--- src/hpp_defs.vh ---
// Constants for the host parallel slave port
`ifndef HPP_DEFS_VH
`define HPP_DEFS_VH
`define HPP_DATA_W 8
`define HPP_SYNC_STAGES 2
`define HPP_MODE_COMM 1'h0
`define HPP_MODE_FAST 1'h1
`define HPP_TYPE_DATA 1'h0
`define HPP_TYPE_AUX 1'h1
`define HPP_KIND_DATA 2'h0
`define HPP_KIND_AUX 2'h1
`define HPP_KIND_FAST 2'h2
`define HPP_STATUS_RST 8'h00
`define HPP_CTRL_RST 8'h00
`define HPP_PIPE_RST 8'h00
`endif

--- src/hpp_sync.v ---
// Two-stage synchroniser for the host strobes
`timescale 1ns/1ps
module hpp_sync (
  input wire sys_clk,
  input wire sys_rst,
  input wire clk_en,
  input wire [2:0] async_in,
  output wire [2:0] sync_out
);
  reg [2:0] meta_r;
  reg [2:0] stable_r;

  ////////////////////////////////////////////////////////////////
  // Strobes idle high, so reset to the inactive level
  always @(posedge sys_clk) begin
    if (sys_rst) begin
      meta_r <= 3'h7;
      stable_r <= 3'h7;
    end else if (clk_en) begin
      meta_r <= async_in;
      stable_r <= meta_r;
    end
  end

  assign sync_out = stable_r;
endmodule // hpp_sync

--- src/hpp_port.v ---
// Host parallel slave port: strobe decode, data capture and read drive
`timescale 1ns/1ps
`include "hpp_defs.vh"
module hpp_port (
  input wire sys_clk,
  input wire sys_rst,
  input wire clk_en,
  input wire host_select_n,
  input wire host_read_n,
  input wire host_write_n,
  input wire transfer_type_sel,
  input wire port_mode_sel,
  input wire [7:0] host_data_low_in,
  output wire [7:0] host_data_low_out,
  output wire host_data_low_oe,
  input wire [7:0] host_data_high_in,
  output wire [7:0] host_data_high_out,
  output wire host_data_high_oe,
  output wire host_data_irq,
  output wire transfer_ready_flag,
  // Device side: data for the host
  input wire [7:0] dev_rd_data,
  input wire [7:0] dev_rd_data_high,
  input wire [7:0] dev_status,
  input wire dev_rd_valid,
  output wire dev_rd_taken,
  // Device side: data from the host
  output reg [7:0] dev_wr_data,
  output reg [7:0] dev_wr_data_high,
  output reg [1:0] dev_wr_kind,
  output reg dev_wr_strobe,
  input wire dev_fast_done
);
  wire [2:0] strb_sync;
  wire sel_s;
  wire rd_s;
  wire wr_s;
  reg rd_d_r;
  reg wr_d_r;
  reg irq_r;
  reg rdy_r;
  reg [7:0] out_low_r;
  reg [7:0] out_high_r;
  reg [7:0] lat_low_r;
  reg [7:0] lat_high_r;
  reg [1:0] lat_kind_r;
  wire rd_start;
  wire rd_end;
  wire wr_end;
  // Pin copies delayed to line up with the synchronised strobes
  reg [7:0] low_p1_r;
  reg [7:0] low_p2_r;
  reg [7:0] high_p1_r;
  reg [7:0] high_p2_r;
  reg [1:0] mode_pipe_r;
  reg [1:0] tsel_pipe_r;
  wire mode_dly;
  wire tsel_dly;
  wire wr_start;

  // Kind of item from the address pins
  function [1:0] kind_of;
    input mode;
    input tsel;
    begin
      if (mode == `HPP_MODE_FAST)
        kind_of = `HPP_KIND_FAST;
      else if (tsel == `HPP_TYPE_AUX)
        kind_of = `HPP_KIND_AUX;
      else
        kind_of = `HPP_KIND_DATA;
    end
  endfunction

  // Rising edge of a synchronised level; invert both for a falling edge
  function edge_of;
    input now_lvl;
    input was_lvl;
    begin
      edge_of = now_lvl & ~was_lvl;
    end
  endfunction

  ////////////////////////////////////////////////////////////////
  // Strobes carry no clock, so they go through a synchroniser.
  // Limitation: a strobe held low for under one clock cycle may be
  // missed altogether, so hosts must stretch their strobes.
  hpp_sync u_sync (
    .sys_clk(sys_clk),
    .sys_rst(sys_rst),
    .clk_en(clk_en),
    .async_in({host_select_n, host_read_n, host_write_n}),
    .sync_out(strb_sync)
  );

  assign sel_s = ~strb_sync[2];
  assign rd_s = sel_s & ~strb_sync[1];
  assign wr_s = sel_s & ~strb_sync[0];
  // Edges only from synchronised copies
  assign rd_start = edge_of(rd_s, rd_d_r);
  assign rd_end = edge_of(~rd_s, ~rd_d_r);
  assign wr_start = edge_of(wr_s, wr_d_r);
  // Write ends when the synchronised write pin rises while still selected
  assign wr_end = ~strb_sync[0] ? 1'h0 : (wr_d_r & sel_s);
  // Address pins as they stood when the synchronised strobes were sampled
  assign mode_dly = mode_pipe_r[1];
  assign tsel_dly = tsel_pipe_r[1];
  assign dev_rd_taken = rd_end;

  ////////////////////////////////////////////////////////////////
  // Raw pin decode drives the bus at once; sync adds no turn-on delay
  assign host_data_low_oe = ~host_select_n & ~host_read_n;
  assign host_data_high_oe = host_data_low_oe & (port_mode_sel == `HPP_MODE_FAST);
  assign host_data_low_out = out_low_r;
  assign host_data_high_out = out_high_r;
  assign host_data_irq = irq_r;
  assign transfer_ready_flag = rdy_r;

  ////////////////////////////////////////////////////////////////
  // Data and address pins ride a pipe as deep as the synchroniser.
  // The strobes reach the logic two cycles late; without this pipe the
  // latch would catch whatever the host put on the bus after releasing
  // its write strobe. Data need only stand while the write is low.
  always @(posedge sys_clk) begin
    if (sys_rst) begin
      low_p1_r <= `HPP_PIPE_RST;
      low_p2_r <= `HPP_PIPE_RST;
      high_p1_r <= `HPP_PIPE_RST;
      high_p2_r <= `HPP_PIPE_RST;
      mode_pipe_r <= {2{`HPP_MODE_COMM}};
      tsel_pipe_r <= {2{`HPP_TYPE_DATA}};
    end else if (clk_en) begin
      low_p1_r <= host_data_low_in;
      low_p2_r <= low_p1_r;
      high_p1_r <= host_data_high_in;
      high_p2_r <= high_p1_r;
      mode_pipe_r <= {mode_pipe_r[0], port_mode_sel};
      tsel_pipe_r <= {tsel_pipe_r[0], transfer_type_sel};
    end
  end

  ////////////////////////////////////////////////////////////////
  // Edge history, read data selection and write data latch
  always @(posedge sys_clk) begin
    if (sys_rst) begin
      rd_d_r <= 1'h0;
      wr_d_r <= 1'h0;
      out_low_r <= `HPP_STATUS_RST;
      out_high_r <= 8'h00;
      lat_low_r <= `HPP_CTRL_RST;
      lat_high_r <= 8'h00;
      lat_kind_r <= `HPP_KIND_DATA;
    end else if (clk_en) begin
      rd_d_r <= rd_s;
      wr_d_r <= wr_s;
      // Keep read data fresh until the read actually begins
      if (!rd_s) begin
        if (kind_of(port_mode_sel, transfer_type_sel) == `HPP_KIND_AUX)
          out_low_r <= dev_status;
        else
          out_low_r <= dev_rd_data;
        out_high_r <= dev_rd_data_high;
      end
      // Sample delayed pins while write is low; last sample is the edge value
      if (wr_s) begin
        lat_low_r <= low_p2_r;
        lat_high_r <= high_p2_r;
        lat_kind_r <= kind_of(mode_dly, tsel_dly);
      end
    end
  end

  ////////////////////////////////////////////////////////////////
  // Hand write to the device at the write rising edge
  always @(posedge sys_clk) begin
    if (sys_rst) begin
      dev_wr_data <= 8'h00;
      dev_wr_data_high <= 8'h00;
      dev_wr_kind <= `HPP_KIND_DATA;
      dev_wr_strobe <= 1'h0;
    end else if (clk_en) begin
      dev_wr_strobe <= wr_end;
      if (wr_end) begin
        dev_wr_data <= lat_low_r;
        dev_wr_data_high <= (lat_kind_r == `HPP_KIND_FAST) ? lat_high_r : 8'h00;
        dev_wr_kind <= lat_kind_r;
      end
    end
  end

  ////////////////////////////////////////////////////////////////
  // Request line and ready flag; a new event wins over the clear.
  // The word that a read is just handing over no longer counts as waiting:
  // the device side drops its valid one edge after the taken pulse, so
  // the request must not be raised again in that cycle.
  always @(posedge sys_clk) begin
    if (sys_rst) begin
      irq_r <= 1'h0;
      rdy_r <= 1'h1;
    end else if (clk_en) begin
      if (port_mode_sel == `HPP_MODE_COMM && dev_rd_valid && !rd_s && !rd_end)
        irq_r <= 1'h1;
      else if (rd_start || port_mode_sel == `HPP_MODE_FAST)
        irq_r <= 1'h0;
      // Ready drops as a fast access starts, returns on device done
      if (dev_fast_done)
        rdy_r <= 1'h1;
      else if (port_mode_sel == `HPP_MODE_FAST && (rd_start || wr_start))
        rdy_r <= 1'h0;
    end
  end
endmodule // hpp_port

--- config.mk ---
export PLATFORM = sky130hd
export DESIGN_NAME = hpp_port
export DESIGN_NICKNAME = d
export VERILOG_FILES = /design/src/hpp_sync.v /design/src/hpp_port.v
export VERILOG_INCLUDE_DIRS = /design/src
export SDC_FILE = /design/constraint.sdc
export NUM_CORES = 1
export LEC_CHECK = 0
export BUFFER_PORTS_ARGS = -buffer_cell sky130_fd_sc_hd__buf_4
export CAP_MARGIN = 5
export CORE_ASPECT_RATIO = 1.1
export CORE_MARGIN = 5
export CORE_UTILIZATION = 47
export DETAILED_ROUTE_END_ITERATION = 7
export HOLD_SLACK_MARGIN = 0.03
export PLACE_DENSITY = 0.74
export SYNTH_ARGS = -nofsm -noshare
export SYNTH_HDL_FRONTEND = slang
export SYNTH_SLANG_ARGS = --single-unit
--- constraint.sdc ---
create_clock -name sys_clk -period 1.23 [get_ports sys_clk]
set_input_delay 0.0615 -clock sys_clk [delete_from_list [all_inputs] [get_ports sys_clk]]
set_output_delay 0.0615 -clock sys_clk [all_outputs]
set_load 0.05 [all_outputs]
==> results.rst <==
.. list-table::
   :header-rows: 1

   * - Metric
     - Value
   * - Status
     - completed
   * - Instance area at placement
     - 0.004474 mm^2
   * - Total of flip-flops plus latches after synthesis
     - 99
   * - Post-synth cell types
     - 30
   * - Final count of negative-setup-slack endpoints
     - 0
   * - RR Endpoint
     - lat_low_r[5]
   * - Initial cell density of the core
     - 0.4860
   * - Die Span Y
     - 102.7 um
   * - Endpoint required time on the critical path
     - 1170 ps
   * - Unrepaired setup endpoints after global routing
     - true
   * - Most common cell on crit path
     - sky130_fd_sc_hd__buf_6
   * - IR drop worst, VDD
     - 572.4 uV
   * - Worst Path Arrival
     - 1160 ps
   * - Number of max-slew violations in the final report
     - 0
   * - Die Span X
     - 94.28 um
   * - Final Cycle Share
     - 0.9919
   * - Setup slack of the most critical reg-to-reg path
     - 30 ps
   * - I/O pins
     - 90
   * - Top FF cell, synth
     - sky130_fd_sc_hd__dfxtp_1
   * - Antenna viol nets, final
     - 0
   * - Number of hold violations in the final report
     - 0
   * - Portion of the post-synthesis area used by sequential elements
     - 0.5397
   * - Area growth from synthesis to layout
     - 37.55%
   * - Nets@finish
     - 565
   * - Avg Cell Area, Syn
     - 9.320 um^2
   * - Die area
     - 0.009683 mm^2
   * - Quantity of I/O buffers inserted on ports
     - 89
   * - Syn Std Cell Area
     - 0.003672 mm^2
   * - Detailed placer's ending HPWL
     - 5642 um
   * - Least-Margin Pin Slew
     - 427.9 ps
   * - Pin count of the biggest net entering global routing
     - 38
   * - Final Cell Area
     - 0.005051 mm^2
   * - Number of DRC violations after detailed routing
     - 0
   * - Number of vias per cell
     - 4.835
   * - Total Routed Length
     - 8306 um
   * - Global route overflow
     - 0
   * - Detailed Routing Iterations Pass 1
     - 4
   * - Syn. warnings
     - 0
   * - Endpoint with the worst hold slack
     - host_data_low_out[3]
   * - Critical Path Fanout Max
     - 7
   * - Count of mapped cells out of synthesis
     - 394
   * - Final weighted congestion of routability-driven global placement
     - 0.7431
   * - Share of layout cells above drive strength 1
     - 0.2596
   * - Path length in cells of the critical path
     - 3
   * - Clock tree from TritonCTS
     - yes
   * - Slowest cell on crit path
     - sky130_fd_sc_hd__dfxtp_4
   * - Clk slew on worst S/H paths
     - 80 ps
   * - HP Start
     - dev_rd_data[3]
   * - Core area
     - 0.007556 mm^2
   * - Peak clock frequency supported by timing
     - 819.6 MHz
   * - Min Clock Period, post-route
     - 1220 ps
   * - Aggregate global-route resource usage
     - 0.1743
   * - Cell chosen for the clock root
     - sky130_fd_sc_hd__clkbuf_8
   * - Proportion of netlist area held by the largest area contributor
     - 0.5397
   * - Syn Nets
     - 444
   * - Total number of vias
     - 3027
   * - Most frequently used cell type in the post-synthesis netlist
     - sky130_fd_sc_hd__dfxtp_1
   * - Kind of end point of the critical path
     - primary output
   * - Cell Count Post-Placement
     - 577
   * - R2r startpoint
     - u_sync.sync_out[0]
   * - Cell count of the worst hold path
     - 3
   * - Clock buffers created by TritonCTS
     - 9
   * - Global-route wire length before repair
     - 13370 um
   * - Share of synthesized flip-flops with an asynchronous set or reset
     - 0
   * - Filler-free cell count of the finished design
     - 626
   * - Kind of start point of the critical path
     - register
   * - EDFF count, synth
     - 0
   * - Leading cell types by count after synthesis
     - sky130_fd_sc_hd__dfxtp_1 (99), sky130_fd_sc_hd__nand2_1 (80), sky130_fd_sc_hd__a21oi_1 (47)
   * - Placement Rows
     - 33
   * - Cell leakage power
     - 0.002115 uW
   * - Number of max-cap violations
     - 0
   * - Maximum root-to-sink buffer count
     - 2
   * - Buffering stage count on the worst path with inverters included
     - 2
   * - R2r worst-path depth
     - 4
   * - Via count of the first global-routing pass
     - 2884
   * - Synth top area cells
     - sky130_fd_sc_hd__dfxtp_1 (54%), sky130_fd_sc_hd__mux2i_1 (12%), sky130_fd_sc_hd__nand2_1 (8.2%)
   * - Cell family with most CP delay
     - flip-flops
   * - Worst-case headroom to the max-slew limit
     - 0.7147
   * - Worst hold path type
     - in -> reg
   * - Cells along the critical path
     - buf_6 -> o21a_1 -> buf_6
   * - Clock Sink Count
     - 99
   * - Crit Path Class
     - reg -> out
   * - Skew-Pair Late Insertion Delay
     - 360 ps
   * - H-tree Lvls
     - 3
   * - Clock Skew
     - 8.809 ps
   * - Wire length per cell after detailed routing
     - 13.27 um
   * - Post-CTS Setup Inserts
     - 0
   * - Pwr per Cell Area
     - 1226 mW/mm^2
   * - Number of antenna violations at the first check in global routing
     - 0
   * - Drt initial violations
     - 88
   * - Slowest stage delay, CP
     - 370 ps
   * - Cell type with the largest total area after synthesis
     - sky130_fd_sc_hd__dfxtp_1
[sequential cells by signal (all words and copies together) (netlist names)]
name	cells
low_p1_r	8
low_p2_r	8
dev_wr_data	8
dev_wr_strobe	1
u_sync.sync_out	3
dev_wr_kind	2
host_data_high_out	8
lat_kind_r	2
mode_pipe_r	2
high_p2_r	8
host_data_low_out	8
tsel_pipe_r	2
lat_high_r	8
high_p1_r	8
dev_wr_data_high	8
lat_low_r	8
u_sync.meta_r	3
wr_d_r	1
rd_d_r	1
transfer_ready_flag	1
host_data_irq	1
[worst reg2reg max path, stage by stage (launching register included)]
cell                      delay [ps]
sky130_fd_sc_hd__dfxtp_4         370
sky130_fd_sc_hd__or3b_1          390
sky130_fd_sc_hd__buf_6           170
sky130_fd_sc_hd__nand2_1          80
sky130_fd_sc_hd__a21oi_1          70
[routing by layer]
metal	wire [um]	track usage	vias up
li1	-	-	1566
met1	3714	0.2258	1388
met2	4088	0.2789	58
met3	327	0.02993	15
met4	176	0.09333	0
met5	0	0	-
[cells by family after synthesis]
kind of cell,synth area share
flops,0.5397
compound gates,0.1070
buf+inv,0.05042
simple gates,0.1857
mux,0.1172
[layout by cell type (no fill, tap or decap)]
master / synthesis / layout
sky130_fd_sc_hd__nor2_1: 46 / 45
sky130_fd_sc_hd__buf_12: 0 / 4
sky130_fd_sc_hd__nor3_1: 1 / 1
sky130_fd_sc_hd__dlygate4sd3_1: 0 / 32
sky130_fd_sc_hd__nor3b_4: 1 / 1
sky130_fd_sc_hd__clkbuf_1: 9 / 3
sky130_fd_sc_hd__diode_2: 0 / 1
sky130_fd_sc_hd__dfxtp_2: 0 / 2
sky130_fd_sc_hd__nand4b_1: 1 / 1
sky130_fd_sc_hd__nand3_2: 0 / 1
sky130_fd_sc_hd__nand3b_1: 1 / 1
sky130_fd_sc_hd__o22ai_2: 0 / 1
sky130_fd_sc_hd__clkinvlp_4: 0 / 1
sky130_fd_sc_hd__or4b_1: 1 / 1
sky130_fd_sc_hd__a221o_1: 1 / 1
sky130_fd_sc_hd__o21a_1: 2 / 2
sky130_fd_sc_hd__a21oi_1: 47 / 42
sky130_fd_sc_hd__dfxtp_4: 0 / 2
sky130_fd_sc_hd__dfxtp_1: 99 / 95
sky130_fd_sc_hd__or3b_1: 1 / 1
sky130_fd_sc_hd__clkbuf_8: 0 / 9
sky130_fd_sc_hd__mux2i_1: 43 / 43
sky130_fd_sc_hd__nand4b_4: 0 / 1
sky130_fd_sc_hd__clkinv_2: 0 / 1
sky130_fd_sc_hd__a21oi_2: 1 / 6
sky130_fd_sc_hd__clkinv_4: 0 / 1
sky130_fd_sc_hd__nand3_1: 10 / 9
sky130_fd_sc_hd__nand2_1: 80 / 80
sky130_fd_sc_hd__and4b_1: 1 / 1
sky130_fd_sc_hd__o21ai_1: 1 / 1
sky130_fd_sc_hd__a211o_1: 6 / 6
sky130_fd_sc_hd__buf_4: 6 / 98
sky130_fd_sc_hd__nand2b_1: 3 / 3
sky130_fd_sc_hd__buf_6: 6 / 5
sky130_fd_sc_hd__bufinv_16: 0 / 1
sky130_fd_sc_hd__nor2b_1: 8 / 8
sky130_fd_sc_hd__nor2_2: 0 / 1
sky130_fd_sc_hd__and2_1: 1 / 1
sky130_fd_sc_hd__a211oi_1: 8 / 8
[where the power goes]
| group | internal [uW] | total [uW] | switching, uW |
|---|---|---|---|
| Clock | 944 | 2000 | 1060 |
| Combinational | 394 | 811 | 417 |
| Sequential | 3310 | 3380 | 71.2 |
| Total | 4650 | 6190 | 1540 |
[metrics by stage]
step           TNS [ps]  power (uW)  hold WS, ps  worst slack [ps]  utilization
3_5_place_dp     -382.8        4171        288.1            -34.29       0.5922
6_report              0        6194        48.36             9.964       0.6685
4_1_cts          -95.15        6225        30.71            -17.95       0.6599
3_3_place_gp    -0.9642        4153        274.4           -0.8719       0.5922
2_1_floorplan    -345.4        3891        183.9            -38.87            -
5_1_grt          -77.60        6446        43.61            -36.74       0.6682
[how the worst max path moves through the flow]
stage                     end          startpoint
3_5_place_dp   dev_wr_data[5]  u_sync.sync_out[2]
6_report         dev_rd_taken  u_sync.sync_out[2]
4_1_cts          dev_rd_taken  u_sync.sync_out[2]
2_1_floorplan   lat_high_r[6]  u_sync.sync_out[2]
3_3_place_gp   dev_wr_data[4]  u_sync.sync_out[2]
5_1_grt          dev_rd_taken  u_sync.sync_out[2]
[area by class of cell]
class / instances / area, um^2
Sequential cell: 99 / 1992
Multi-Input combinational cell: 266 / 1546
Clock buffer: 12 / 135.1
Timing Repair Buffer: 139 / 1192
Clock inverter: 4 / 51.30
Antenna cell: 1 / 2.502
Fill cell: 603 / 2505
Tap cell: 105 / 131.4
[what timing repair did]
item,CTS,global route
hold buffers,32,0
resized for setup,2,17
gates cloned,0,0
pin swaps,1,1
endpoints found under the hold margin,32,0
endpoints found under the setup margin,19,38
Note: power is estimated with default switching activity, not from simulation.
